### config.mk
export PLATFORM = sky130hd
export DESIGN_NAME = fpc_front_panel
export DESIGN_NICKNAME = d
export VERILOG_FILES = /design/src/logic/fpc_pkg.sv /design/src/logic/fpc_debounce.sv /design/src/logic/fpc_front_panel.sv
export SDC_FILE = /design/constraint.sdc
export NUM_CORES = 1
export LEC_CHECK = 0
export BUFFER_PORTS_ARGS = -buffer_cell sky130_fd_sc_hd__buf_2
export CAP_MARGIN = 20
export CORE_MARGIN = 2
export CORE_UTILIZATION = 51
export DETAILED_ROUTE_END_ITERATION = 8
export GPL_TIMING_DRIVEN = 0
export PLACE_DENSITY = 0.73
export SYNTH_ARGS = -nofsm -noshare
export SYNTH_HDL_FRONTEND = slang
export SYNTH_HIERARCHICAL = 1
export SYNTH_SLANG_ARGS = --single-unit
### constraint.sdc
create_clock -name clk_sys_i -period 2.1 [get_ports clk_sys_i]
set_clock_uncertainty 0.1 [all_clocks]
set_input_delay 0.42 -clock clk_sys_i [delete_from_list [all_inputs] [get_ports clk_sys_i]]
set_output_delay 0.42 -clock clk_sys_i [all_outputs]
set_load 0.005 [all_outputs]
### src/logic/fpc_pkg.sv
// Package for the front-panel alarm and test-control block.
// Assumes a 40 MHz system clock; shared by the top and its debounce leaf.
package fpc_pkg;

	// ----------------------------------------------------------------
	// Timing
	// ----------------------------------------------------------------
	localparam int unsigned CLK_HZ          = 40000000;
	localparam int unsigned LAMP_TEST_S     = 30;
	localparam longint unsigned LAMP_TEST_CYC = longint'(LAMP_TEST_S) * longint'(CLK_HZ);
	localparam int unsigned DEBOUNCE_US     = 10000;
	localparam int unsigned DEBOUNCE_CYC    = (DEBOUNCE_US * (CLK_HZ / 1000000));
	localparam int unsigned ACT_HOLD_US     = 50000;
	localparam int unsigned ACT_HOLD_CYC    = (ACT_HOLD_US * (CLK_HZ / 1000000));
	localparam int unsigned RESET_HOLD_CYC  = 16;

	// ----------------------------------------------------------------
	// Register map (byte addresses)
	// ----------------------------------------------------------------
	localparam logic [3:0] ADDR_CTRL   = 4'h0;
	localparam logic [3:0] ADDR_STATUS = 4'h4;
	localparam logic [3:0] ADDR_LAMPS  = 4'h8;
	localparam logic [1:0] RESP_OKAY   = 2'h0;
	localparam logic [1:0] RESP_SLVERR = 2'h2;

	// Control register fields
	localparam int unsigned CTRL_SELFCHK_OK = 0;
	localparam int unsigned CTRL_SELFCHK_BAD = 1;
	localparam int unsigned CTRL_RTC_FAIL   = 2;
	localparam int unsigned CTRL_ID_BAD     = 3;
	localparam int unsigned CTRL_DL_FAIL    = 4;
	localparam int unsigned CTRL_W          = 5;

	// Number of debounced switch lines: level 1/0, line far/near, data far/near, reset
	localparam int unsigned NSW = 7;

	typedef struct packed {
		logic lfa;
		logic los;
		logic ais;
		logic ber_high;
		logic rai;
		logic carrier_ok;
	} fpc_line_s;

	typedef struct packed {
		logic local_alarm_lamp;
		logic far_end_alarm_lamp;
		logic rts_lamp;
		logic cts_lamp;
		logic cd_lamp;
		logic dsr_lamp;
		logic line_tx_lamp;
		logic line_rx_lamp;
		logic link_lamp;
		logic network_activity_lamp;
		logic test_lamp;
		logic loop_lamp;
	} fpc_lamps_s;

	typedef struct packed {
		logic local_line_loop;
		logic remote_line_loop;
		logic local_data_loop;
		logic remote_data_loop;
		logic send_level_en;
		logic send_level;
	} fpc_test_s;

endpackage

### src/logic/fpc_debounce.sv
// Two-flop synchroniser plus stability counter for one bank of switch lines.
// Assumes raw asynchronous contact inputs; output changes only after DEBOUNCE_CYC stable cycles.
`timescale 1ns/1ps
`default_nettype none
module fpc_debounce #(
	parameter int unsigned DEBOUNCE_CYC = fpc_pkg::DEBOUNCE_CYC
) (
	input  wire logic                     clk_sys_i,
	input  wire logic                     rst_n_i,
	input  wire logic [fpc_pkg::NSW-1:0]  raw_i,
	output logic      [fpc_pkg::NSW-1:0]  clean_o
);
	typedef struct packed {
		logic [fpc_pkg::NSW-1:0] s1;
		logic [fpc_pkg::NSW-1:0] s2;
		logic [fpc_pkg::NSW-1:0] clean;
		logic [fpc_pkg::NSW-1:0][18:0] cnt;
	} fpc_db_s;

	fpc_db_s st_ff;
	fpc_db_s nxt_st;

	// ----------------------------------------------------------------
	// Per-line stability counters
	// ----------------------------------------------------------------
	always_comb begin
		nxt_st    = st_ff;
		nxt_st.s1 = raw_i;
		nxt_st.s2 = st_ff.s1;
		for (int i = 0; i < int'(fpc_pkg::NSW); i++) begin
			if (st_ff.s2[i] == st_ff.clean[i]) begin
				nxt_st.cnt[i] = '0;
			end else if (st_ff.cnt[i] == 19'(DEBOUNCE_CYC - 1)) begin
				nxt_st.clean[i] = st_ff.s2[i];
				nxt_st.cnt[i]   = '0;
			end else begin
				nxt_st.cnt[i] = st_ff.cnt[i] + 19'h1;
			end
		end
	end

	always_ff @(posedge clk_sys_i) begin
		if (!rst_n_i) begin
			st_ff <= '0;
		end else begin
			st_ff <= nxt_st;
		end
	end

	assign clean_o = st_ff.clean;

	// Clean output moves only after a full stable window
	property p_db_stable;
		@(posedge clk_sys_i) disable iff (!rst_n_i)
		(st_ff.clean != $past(st_ff.clean)) |-> ($past(st_ff.cnt) != '0);
	endproperty
	a_db_stable: assert property (p_db_stable) else $error("debounced switch changed without a stable window");
endmodule
`default_nettype wire

### src/logic/fpc_front_panel.sv
// Front-panel lamp, alarm, loop and test-switch control with an AXI4-Lite register port.
// Assumes line framer, V.24 and LAN status arrive on clk_sys_i except the panel switches,
// line/terminal activity pins, which are asynchronous and synchronised here.
// What this block does
// - All lamps lit thirty seconds at power-up; all lamps, not only loop and alarm, stay lit until self-check reports.
// - Local alarm lamp on for self-check, RTC, ID, link, LFA, LOS, AIS, BER faults.
// - Far-end alarm lamp covers none of these causes, excessive bit error ratio included.
// - Far-end alarm comes only from the received frame's remote alarm bit.
// - Request-to-send lamp follows the terminal RTS circuit, and is also lit while local data loop forces RTS.
// - Clear-to-send lamp follows the CTS the device drives.
// - Carrier-detect lamp lit while received carrier exceeds the preset threshold.
// - Modem-ready lamp shows the DSR circuit.
// - Line transmit and receive activity lamps show traffic on line input and output.
// - Link lamp shows LAN link up; activity lamp shows any LAN traffic.
// - Test lamp lit while a test level is sent to the V.24 side.
// - Level switch at one sends continuous one; at zero sends continuous zero.
// - Loop lamp lit while any line or data loop is active.
// - Line switch far position selects remote line loop, near selects local.
// - Data switch far position selects remote data loop, near selects local.
// - Reset push-button resets the whole equipment.
// - Local line loop returns internal transmit frame; remote returns line frame outward.
// - Remote data loop joins TD to RD; local data loop holds RTS active.
// - DSR deasserted while any loop or test transmission is active.
//
// The AXI4-Lite slave port and the register offsets were decided locally.
`timescale 1ns/1ps
`default_nettype none
module fpc_front_panel #(
	parameter longint unsigned LAMP_TEST_CYC = fpc_pkg::LAMP_TEST_CYC,
	parameter int unsigned     DEBOUNCE_CYC  = fpc_pkg::DEBOUNCE_CYC
) (
	input  wire logic                  clk_sys_i,
	input  wire logic                  rst_n_i,
	// AXI4-Lite slave
	input  wire logic [3:0]            s_axi_awaddr,
	input  wire logic                  s_axi_awvalid,
	output logic                       s_axi_awready,
	input  wire logic [31:0]           s_axi_wdata,
	input  wire logic [3:0]            s_axi_wstrb,
	input  wire logic                  s_axi_wvalid,
	output logic                       s_axi_wready,
	output logic [1:0]                 s_axi_bresp,
	output logic                       s_axi_bvalid,
	input  wire logic                  s_axi_bready,
	input  wire logic [3:0]            s_axi_araddr,
	input  wire logic                  s_axi_arvalid,
	output logic                       s_axi_arready,
	output logic [31:0]                s_axi_rdata,
	output logic [1:0]                 s_axi_rresp,
	output logic                       s_axi_rvalid,
	input  wire logic                  s_axi_rready,
	// Status from line framer, same clock
	input  wire fpc_pkg::fpc_line_s    line_i,
	// V.24 circuits and LAN status, same clock
	input  wire logic                  rts_i,
	input  wire logic                  cts_i,
	input  wire logic                  lan_link_i,
	input  wire logic                  lan_tx_act_i,
	input  wire logic                  lan_rx_act_i,
	// Line data pins, asynchronous
	input  wire logic                  line_data_in_i,
	input  wire logic                  line_data_out_i,
	// Panel switches and push-button, asynchronous, active low
	input  wire logic                  sw_level_one_n_i,
	input  wire logic                  sw_level_zero_n_i,
	input  wire logic                  sw_line_far_position_n_i,
	input  wire logic                  sw_line_near_position_n_i,
	input  wire logic                  sw_data_far_position_n_i,
	input  wire logic                  sw_data_near_position_n_i,
	input  wire logic                  reset_button_n_i,
	output fpc_pkg::fpc_lamps_s        lamps_o,
	output fpc_pkg::fpc_test_s         test_o,
	output logic                       rts_forced_o,
	output logic                       dsr_o,
	output logic                       equip_reset_n_o
);
	typedef struct packed {
		logic                          awready;
		logic                          wready;
		logic                          bvalid;
		logic [1:0]                    bresp;
		logic                          arready;
		logic                          rvalid;
		logic [1:0]                    rresp;
		logic [31:0]                   rdata;
		logic [fpc_pkg::CTRL_W-1:0]    ctrl;
		logic                          selfchk_done;
		logic [35:0]                   pwr_cnt;
		logic                          lamp_test;
		logic [1:0]                    din_s;
		logic [1:0]                    dout_s;
		logic                          din_prev;
		logic                          dout_prev;
		logic [20:0]                   tx_hold;
		logic [20:0]                   rx_hold;
		logic [20:0]                   lan_hold;
		logic [4:0]                    rst_cnt;
		logic                          equip_rst_n;
		fpc_pkg::fpc_lamps_s           lamps;
		fpc_pkg::fpc_test_s            test;
		logic                          rts_forced;
		logic                          dsr;
	} fpc_top_s;

	fpc_top_s st_ff;
	fpc_top_s nxt_st;
	logic [fpc_pkg::NSW-1:0] sw_clean;
	logic local_alarm;
	logic far_alarm;
	logic any_loop;

	// ----------------------------------------------------------------
	// Switch synchroniser and debounce
	// ----------------------------------------------------------------
	fpc_debounce #(.DEBOUNCE_CYC(DEBOUNCE_CYC)) fpc_debounce_i (
		.clk_sys_i (clk_sys_i),
		.rst_n_i   (rst_n_i),
		.raw_i     ({~reset_button_n_i, ~sw_data_near_position_n_i, ~sw_data_far_position_n_i,
		             ~sw_line_near_position_n_i, ~sw_line_far_position_n_i,
		             ~sw_level_zero_n_i, ~sw_level_one_n_i}),
		.clean_o   (sw_clean)
	);

	// Activity hold: retrigger on event, else count down
	function automatic logic [20:0] hold_next(input logic ev, input logic [20:0] cur);
		if (ev) begin
			hold_next = 21'(fpc_pkg::ACT_HOLD_CYC);
		end else if (cur != '0) begin
			hold_next = cur - 21'h1;
		end else begin
			hold_next = '0;
		end
	endfunction

	// Alarm cause combination
	assign local_alarm = st_ff.ctrl[fpc_pkg::CTRL_SELFCHK_BAD] | st_ff.ctrl[fpc_pkg::CTRL_RTC_FAIL]
	                   | st_ff.ctrl[fpc_pkg::CTRL_ID_BAD] | st_ff.ctrl[fpc_pkg::CTRL_DL_FAIL]
	                   | line_i.lfa | line_i.los | line_i.ais | line_i.ber_high;
	assign far_alarm   = line_i.rai;

	// ----------------------------------------------------------------
	// Next-state logic
	// ----------------------------------------------------------------
	always_comb begin
		nxt_st = st_ff;
		any_loop = 1'b0;

		// Register write: address and data taken together, response raised in the same cycle
		nxt_st.awready = 1'b0;
		nxt_st.wready  = 1'b0;
		if (st_ff.bvalid && s_axi_bready) begin
			nxt_st.bvalid = 1'b0;
		end
		if (s_axi_awvalid && s_axi_wvalid && !st_ff.bvalid && !st_ff.awready) begin
			nxt_st.awready = 1'b1;
			nxt_st.wready  = 1'b1;
			nxt_st.bvalid  = 1'b1;
			nxt_st.bresp   = fpc_pkg::RESP_OKAY;
			if (s_axi_awaddr == fpc_pkg::ADDR_CTRL) begin
				if (s_axi_wstrb[0]) begin
					nxt_st.ctrl = s_axi_wdata[fpc_pkg::CTRL_W-1:0];
				end
			end else begin
				nxt_st.bresp = fpc_pkg::RESP_SLVERR;
			end
		end

		// Register read
		nxt_st.arready = 1'b0;
		if (st_ff.rvalid && s_axi_rready) begin
			nxt_st.rvalid = 1'b0;
		end
		if (s_axi_arvalid && !st_ff.rvalid && !st_ff.arready) begin
			nxt_st.arready = 1'b1;
			nxt_st.rvalid  = 1'b1;
			nxt_st.rresp   = fpc_pkg::RESP_OKAY;
			case (s_axi_araddr)
				fpc_pkg::ADDR_CTRL: begin
					nxt_st.rdata = 32'(st_ff.ctrl);
				end
				fpc_pkg::ADDR_STATUS: begin
					nxt_st.rdata = 32'({st_ff.lamp_test, st_ff.selfchk_done, st_ff.test});
				end
				fpc_pkg::ADDR_LAMPS: begin
					nxt_st.rdata = 32'(st_ff.lamps);
				end
				default: begin
					nxt_st.rdata = '0;
					nxt_st.rresp = fpc_pkg::RESP_SLVERR;
				end
			endcase
		end

		// Power-up lamp test lasts the full period and until self-check reports
		if (st_ff.ctrl[fpc_pkg::CTRL_SELFCHK_OK] || st_ff.ctrl[fpc_pkg::CTRL_SELFCHK_BAD]) begin
			nxt_st.selfchk_done = 1'b1;
		end
		if (st_ff.pwr_cnt != 36'(LAMP_TEST_CYC)) begin
			nxt_st.pwr_cnt = st_ff.pwr_cnt + 36'h1;
		end
		nxt_st.lamp_test = (st_ff.pwr_cnt != 36'(LAMP_TEST_CYC)) || !st_ff.selfchk_done;

		// Activity pins: two flops then edge detect on the second
		nxt_st.din_s     = {st_ff.din_s[0], line_data_in_i};
		nxt_st.dout_s    = {st_ff.dout_s[0], line_data_out_i};
		nxt_st.din_prev  = st_ff.din_s[1];
		nxt_st.dout_prev = st_ff.dout_s[1];
		nxt_st.tx_hold   = hold_next(st_ff.din_s[1] ^ st_ff.din_prev, st_ff.tx_hold);
		nxt_st.rx_hold   = hold_next(st_ff.dout_s[1] ^ st_ff.dout_prev, st_ff.rx_hold);
		nxt_st.lan_hold  = hold_next(lan_tx_act_i | lan_rx_act_i, st_ff.lan_hold);

		// Switch decode; both ends together or centre leave the function off
		nxt_st.test.send_level_en    = sw_clean[0] ^ sw_clean[1];
		nxt_st.test.send_level       = sw_clean[0] & ~sw_clean[1];
		nxt_st.test.remote_line_loop = sw_clean[2] & ~sw_clean[3];
		nxt_st.test.local_line_loop  = sw_clean[3] & ~sw_clean[2];
		nxt_st.test.remote_data_loop = sw_clean[4] & ~sw_clean[5];
		nxt_st.test.local_data_loop  = sw_clean[5] & ~sw_clean[4];
		any_loop = st_ff.test.remote_line_loop | st_ff.test.local_line_loop
		         | st_ff.test.remote_data_loop | st_ff.test.local_data_loop;
		nxt_st.rts_forced = st_ff.test.local_data_loop;
		nxt_st.dsr        = !(any_loop || st_ff.test.send_level_en);

		// Reset push-button stretched into an equipment reset pulse
		if (sw_clean[6]) begin
			nxt_st.rst_cnt = 5'(fpc_pkg::RESET_HOLD_CYC);
		end else if (st_ff.rst_cnt != '0) begin
			nxt_st.rst_cnt = st_ff.rst_cnt - 5'h1;
		end
		nxt_st.equip_rst_n = (st_ff.rst_cnt == '0) && !sw_clean[6];

		// Lamps
		nxt_st.lamps.local_alarm_lamp      = local_alarm;
		nxt_st.lamps.far_end_alarm_lamp    = far_alarm;
		nxt_st.lamps.rts_lamp              = rts_i | st_ff.rts_forced;
		nxt_st.lamps.cts_lamp              = cts_i;
		nxt_st.lamps.cd_lamp               = line_i.carrier_ok;
		nxt_st.lamps.dsr_lamp              = st_ff.dsr;
		nxt_st.lamps.line_tx_lamp          = st_ff.tx_hold != '0;
		nxt_st.lamps.line_rx_lamp          = st_ff.rx_hold != '0;
		nxt_st.lamps.link_lamp             = lan_link_i;
		nxt_st.lamps.network_activity_lamp = st_ff.lan_hold != '0;
		nxt_st.lamps.test_lamp             = st_ff.test.send_level_en;
		nxt_st.lamps.loop_lamp             = any_loop;
		if (st_ff.lamp_test) begin
			nxt_st.lamps = '1;
		end
	end

	// ----------------------------------------------------------------
	// State register
	// ----------------------------------------------------------------
	always_ff @(posedge clk_sys_i) begin
		if (!rst_n_i) begin
			st_ff             <= '0;
			st_ff.lamp_test   <= 1'b1;
			st_ff.lamps       <= '1;
			st_ff.dsr         <= 1'b1;
			st_ff.equip_rst_n <= 1'b1;
		end else begin
			st_ff <= nxt_st;
		end
	end

	assign s_axi_awready   = st_ff.awready;
	assign s_axi_wready    = st_ff.wready;
	assign s_axi_bvalid    = st_ff.bvalid;
	assign s_axi_bresp     = st_ff.bresp;
	assign s_axi_arready   = st_ff.arready;
	assign s_axi_rvalid    = st_ff.rvalid;
	assign s_axi_rresp     = st_ff.rresp;
	assign s_axi_rdata     = st_ff.rdata;
	assign lamps_o         = st_ff.lamps;
	assign test_o          = st_ff.test;
	assign rts_forced_o    = st_ff.rts_forced;
	assign dsr_o           = st_ff.dsr;
	assign equip_reset_n_o = st_ff.equip_rst_n;

	// ----------------------------------------------------------------
	// Checks
	// ----------------------------------------------------------------
	property p_lamp_test;
		@(posedge clk_sys_i) disable iff (!rst_n_i)
		st_ff.lamp_test |=> (lamps_o == '1);
	endproperty
	a_lamp_test: assert property (p_lamp_test) else $error("lamp test not lighting all lamps");

	property p_local_alarm;
		@(posedge clk_sys_i) disable iff (!rst_n_i)
		(!st_ff.lamp_test && line_i.los) |=> lamps_o.local_alarm_lamp;
	endproperty
	a_local_alarm: assert property (p_local_alarm) else $error("loss of signal did not light local alarm");

	property p_far_ber;
		@(posedge clk_sys_i) disable iff (!rst_n_i)
		(!st_ff.lamp_test && !line_i.rai && line_i.ber_high) |=> !lamps_o.far_end_alarm_lamp;
	endproperty
	a_far_ber: assert property (p_far_ber) else $error("BER alone lit far-end alarm");

	property p_far_rai;
		@(posedge clk_sys_i) disable iff (!rst_n_i)
		!st_ff.lamp_test |=> (lamps_o.far_end_alarm_lamp == $past(line_i.rai));
	endproperty
	a_far_rai: assert property (p_far_rai) else $error("far-end lamp differs from remote alarm bit");

	property p_cts;
		@(posedge clk_sys_i) disable iff (!rst_n_i)
		!st_ff.lamp_test |=> (lamps_o.cts_lamp == $past(cts_i));
	endproperty
	a_cts: assert property (p_cts) else $error("clear-to-send lamp wrong");

	property p_dsr_loop;
		@(posedge clk_sys_i) disable iff (!rst_n_i)
		(test_o.local_line_loop || test_o.remote_line_loop || test_o.local_data_loop
		 || test_o.remote_data_loop || test_o.send_level_en) |=> !dsr_o;
	endproperty
	a_dsr_loop: assert property (p_dsr_loop) else $error("DSR active during loop or test");

	property p_loop_lamp;
		@(posedge clk_sys_i) disable iff (!rst_n_i)
		(!st_ff.lamp_test && test_o.remote_line_loop) |=> lamps_o.loop_lamp;
	endproperty
	a_loop_lamp: assert property (p_loop_lamp) else $error("loop lamp dark with loop active");

	property p_exclusive;
		@(posedge clk_sys_i) disable iff (!rst_n_i)
		!(test_o.local_line_loop && test_o.remote_line_loop) && !(test_o.local_data_loop && test_o.remote_data_loop);
	endproperty
	a_exclusive: assert property (p_exclusive) else $error("near and far loops both active");

	property p_button;
		@(posedge clk_sys_i) disable iff (!rst_n_i)
		sw_clean[6] |=> !equip_reset_n_o ##1 !equip_reset_n_o;
	endproperty
	a_button: assert property (p_button) else $error("reset button did not reset equipment");

endmodule
`default_nettype wire

======== Word level (Yosys, flattened, before mapping) ========
Cells that the tools add are included.
word-level totals
  register bits ........................... 333
  bits of input ports ..................... 71
  output and inout port bits .............. 62
  word-level logic and storage cells ...... 197
operators by class
  add/sub/neg operators ................... 12
  equality and inequality tests ........... 17
  muxes and demuxes ....................... 15
  bitwise gates (word level) .............. 43
  reduce and logical (&&, ||, !) cells .... 49
operators with widths
  operator                 count
  $add A19 B1 Y19 const B  7
  $eq A19 B19 Y1 const B   7
  $mux W21                 6
  $reduce_bool A21 Y1      3
  $sub A21 B1 Y21 const B  3
  $add A36 B1 Y36 const B  1
  $mux W36                 1
  $ne A36 B31 Y1 const B   1
  $pmux W12 S3             1
  $reduce_or A3 Y1         11
  $not A1 Y1               23
  $mux W5                  3
  $reduce_and A2 Y1        7
  $or A1 B1 Y1             12
  $logic_and A1 B1 Y1      8
  $logic_not A4 Y1         2
  $eq A1 B1 Y1             7
  $logic_not A1 Y1         7
  $reduce_bool A2 Y1       3
  $and A1 B1 Y1            5
  $logic_not A5 Y1         1
  $reduce_bool A5 Y1       1
  $sub A5 B1 Y5 const B    1
  $eq A4 B3 Y1 const B     1
  7 further kinds          14

======== Logic depth before layout (Yosys ltp) ========
  depth after elaboration ................. 7
  mapped depth ............................ 9
  depth with buffers taken out ............ 7

======== Hierarchy ========
Netlist, hierarchy kept.
by module, submodules not included
  module           instances  cells an instance  area each (um^2)  sequential area each (um^2)
  fpc_front_panel  1          769                7046.8            3123.0
  fpc_debounce     1          765                6810.3            3083.0

======== Worst setup path before layout ========
No wires, ideal clock.
  path kind ............................... register -> register
  start point ............................. register st_ff[58] (netlist name)
  end point ............................... register st_ff[60] (netlist name)
  setup time .............................. 0.115 ns
  data arrival time ....................... 2.047 ns
  data required time ...................... 1.885 ns
  setup slack ............................. -0.161 ns
  stages on the path, launching flop included .. 9
  path buffers ............................ 3
  clock period less this slack ............ 2.261 ns
  cell sequence ........................... dfxtp_1 or4_1 or3_1 buf_4 o31ai_4 or2_0 buf_2 buf_6 nor2_1

==> run_results.csv <==
group,metric,value,unit
outcome,outcome,"finished, violations left",
outcome,violations,"setup timing",
route,viasPerCell,5.267,
yosys,yosysUniqueCellTypes,64,
sta,hold_viol,0,
yosys,async_flop_share,0,
placement,place_congestion,0.8560,
final_layout,final_cells,2066,
route,wire_per_inst,14.42,um
clock_tree,clockBufferDepth,3,
yosys,synth-main-ff-cell,"dfxtp_1",
worst_setup_path,worstSetupPathType,"reg -> reg",
route,drc,0,
die,ios,133,
final_layout,final_common_cell,"dfxtp_1",
grt,grt_usage,0.2054,
sta,min_period_over_period,1.069,
sta,worst_pin_slew,912.9,ps
die,start_util,0.5170,
worst_hold_path,hold_class,"in -> reg",
pwr,power_density,989.6,nW/um2
clock_tree,clk_pin_slew,60,ps
sta,slew_headroom,0.3898,
yosys,synth.avg_cell_area,9.033,um2
sta,fmax,445.5,MHz
die,die-area,28510,um2
yosys,synth_edf_count,0,
sta,worst_slack,-144.9,ps
worst_setup_path,critPathLaunchType,"flop",
route,drt_iter0_markers,477,
route,dr_total_vias,10880,
worst_setup_path,path_max_fanout,5,
grt,overflow,0,
grt,grt_pass1_vias,10620,
final_layout,diodes,0,
clock_tree,ctsRootBufferMaster,"clkbuf_16",
yosys,netlist_area,13860,um2
route,ant_nets,0,
grt,grt_max_degree,14,
flow_run,cap_violations,0,
placement,place_area,14770,um2
clock_tree,htreeDepth,2,
yosys,netlist.area_leader.share,0.4479,
sta,rsz0062_at_grt,"true",
sta,maxSlewViolCount,0,
worst_setup_path,rrSetupSlack,-140,ps
yosys,netlist_top_cells_area,"dfxtp_1 45%, xnor2_1 7.8%, nor2_1 5.9%",
yosys,seq_area_frac_synth,0.4479,
final_layout,final_cell_mix,"296 x dfxtp_1, 205 x nor2_1, 123 x xnor2_1",
yosys,ys_warn_count,6,
sta,final.setup.tns,-3124,ps
pwr,ir_worst_vdd,0.0006886,V
die,die_x,168.8,um
sta,layout_min_cycle_time,2245,ps
yosys,yosysTopAreaCell,"dfxtp_1",
die,die_h,168.8,um
route,totalWireLength,29790,um
placement,dp_cells,1974,
final_layout,nets,1789,
worst_setup_path,slowest_stage,"or4_4",
worst_setup_path,crit_path_end_kind,"flop",
die,core,26800,um2
yosys,ys_seq_elements,310,
placement,dpl.hpwl,20220,um
worst_setup_path,critical_path_arrival,2550,ps
placement,port_buffers,78,
clock_tree,numCtsBuffers,34,
worst_setup_path,path_delay_family,"simple AND/OR/NAND/NOR gates",
worst_setup_path,crit_buf_inv,2,
final_layout,utilization,0.6143,
yosys,netlist_instances,1534,
placement,place_ws,-587.5,ps
sta,finalSetupViolations,29,
worst_setup_path,crit_required,2410,ps
clock_tree,tritoncts,"yes",
grt,antenna_found_initial,0,
final_layout,area_growth,18.81,%
worst_setup_path,path_cells,"or4_4 -> or3_4 -> o31ai_4 -> or2_1 -> buf_6 -> buf_6 -> nor2_1",
worst_setup_path,cp_common_cell,"buf_6",
final_layout,final_layout_size_suffix_gt1_frac,0.1867,
die,rows,60,
clock_tree,clock_sinks,310,
pwr,p_leak,6.027,nW
worst_setup_path,cpPeakStageDelay,540,ps
clock_tree,clock_latency,520,ps
grt,grt_pass1_wl,49310,um
route,firstDrtPassIters,7,
final_layout,final_cell_area,16460,um2
==> through the flow <==
step / total power [W] / hold slack [ps]
2_1_floorplan: 0.009160 / 280.6
3_3_place_gp: 0.009630 / 297.3
3_5_place_dp: 0.009717 / 297.6
5_1_grt: 0.01711 / 8.129
4_1_cts: 0.01572 / 3.075
6_report: 0.01629 / 10.96
==> registers in the layout, indices dropped and copies added, names as in the netlist <==
| name | flops |
|---|---|
| st_ff | 113 |
| test_o | 6 |
| s_axi_arready | 1 |
| s_axi_awready | 1 |
| s_axi_rdata | 12 |
| s_axi_bresp | 1 |
| fpc_debounce_i/clean_o | 7 |
| equip_reset_n_o | 1 |
| fpc_debounce_i/st_ff | 140 |
| s_axi_bvalid | 1 |
| rts_forced_o | 1 |
| lamps_o | 12 |
| s_axi_rresp | 1 |
| dsr_o | 1 |
| nxt_st | 4 |
| fpc_debounce_i/nxt_st | 7 |
| s_axi_rvalid | 1 |
==> cell families after synthesis <==
| family | Yosys count | synth area share |
|---|---|---|
| multiplexers | 22 | 0.01634 |
| AO/OA/AOI/OAI | 102 | 0.04849 |
| XOR/XNOR | 195 | 0.1232 |
| other | 1 | 0.0002706 |
| adder cells (fa/ha/maj) | 18 | 0.01625 |
| AND/OR/NAND/NOR | 744 | 0.2902 |
| buffers and inverters | 142 | 0.05734 |
| flip-flops | 310 | 0.4479 |
==> timing repair <==
action                     in CTS  in global routing
setup endpoints to repair     116                127
gates resized for setup        40                 74
hold buffers                    4                  0
setup buffers                  18                 13
cloned                          1                  0
pin swaps                      23                 27
hold endpoints to repair        4                  0
==> synthesized netlist by cell type (3+ instances only) <==
library cell,count
and3_1,14
nor4b_1,12
and4_1,10
o21ai_0,34
xor2_1,72
a21boi_0,10
xnor2_1,123
o21ai_1,6
nor2b_1,17
dfxtp_1,310
mux2_2,5
mux2i_1,17
o31ai_1,9
or3_1,20
nor4_4,3
nand2_1,85
or2_1,3
or4_1,11
nand3b_1,3
a21oi_1,17
nor2_1,216
and2_1,63
nor3b_1,12
nand3_2,3
nor4_1,52
nand3_1,73
inv_1,39
buf_4,64
nand2b_1,14
buf_2,5
nor4bb_1,9
ha_1,18
nand4_1,52
clkbuf_1,32
nor3_1,51
or4_4,4
a221oi_1,8
==> layer usage <==
metal / track usage / vias to the layer above / routed length (um)
li1: - / 5565 / -
met1: 0.2588 / 5057 / 13330
met2: 0.3558 / 202 / 14390
met3: 0.03110 / 58 / 1148
met4: 0.07721 / 0 / 930
met5: 0 / - / 0
==> report_power, final <==
| group | internal [W] | switching [W] | total, W | leakage (nW) |
|---|---|---|---|---|
| registers | 0.00640 | 0.000465 | 0.00686 | 2.52 |
| logic | 0.00182 | 0.00199 | 0.00381 | 2.98 |
| clock network | 0.00329 | 0.00234 | 0.00562 | 0.523 |
| total | 0.0115 | 0.00479 | 0.0163 | 6.03 |
==> path summary, 6_finish.rpt <==
kind / end / cells past startpoint / from
setup / recovery: st_ff[61] / 7 / st_ff[61]
hold reg to reg: fpc_debounce_i/st_ff[144] / 1 / fpc_debounce_i/nxt_st[144]
setup reg to reg: st_ff[61] / 7 / st_ff[61]
hold / removal: lamps_o[11] / 3 / line_i[2]
==> tightest hold or removal path: stages <==
cell	delay (ps)
buf_2	80
nor4_1	40
nand3_1	60
==> cell type report <==
cell class / count / area [um2]
Buffer: 99 / 660.6
Clock buffer: 49 / 947.2
Clock inverter: 12 / 107.6
Fill cell: 2234 / 10340
Inverter: 39 / 146.4
Multi-Input combinational cell: 1103 / 7259
Sequential cell: 310 / 6233
Tap cell: 341 / 426.7
Timing Repair Buffer: 113 / 681.9
Note: power is estimated with default switching activity, not from simulation.
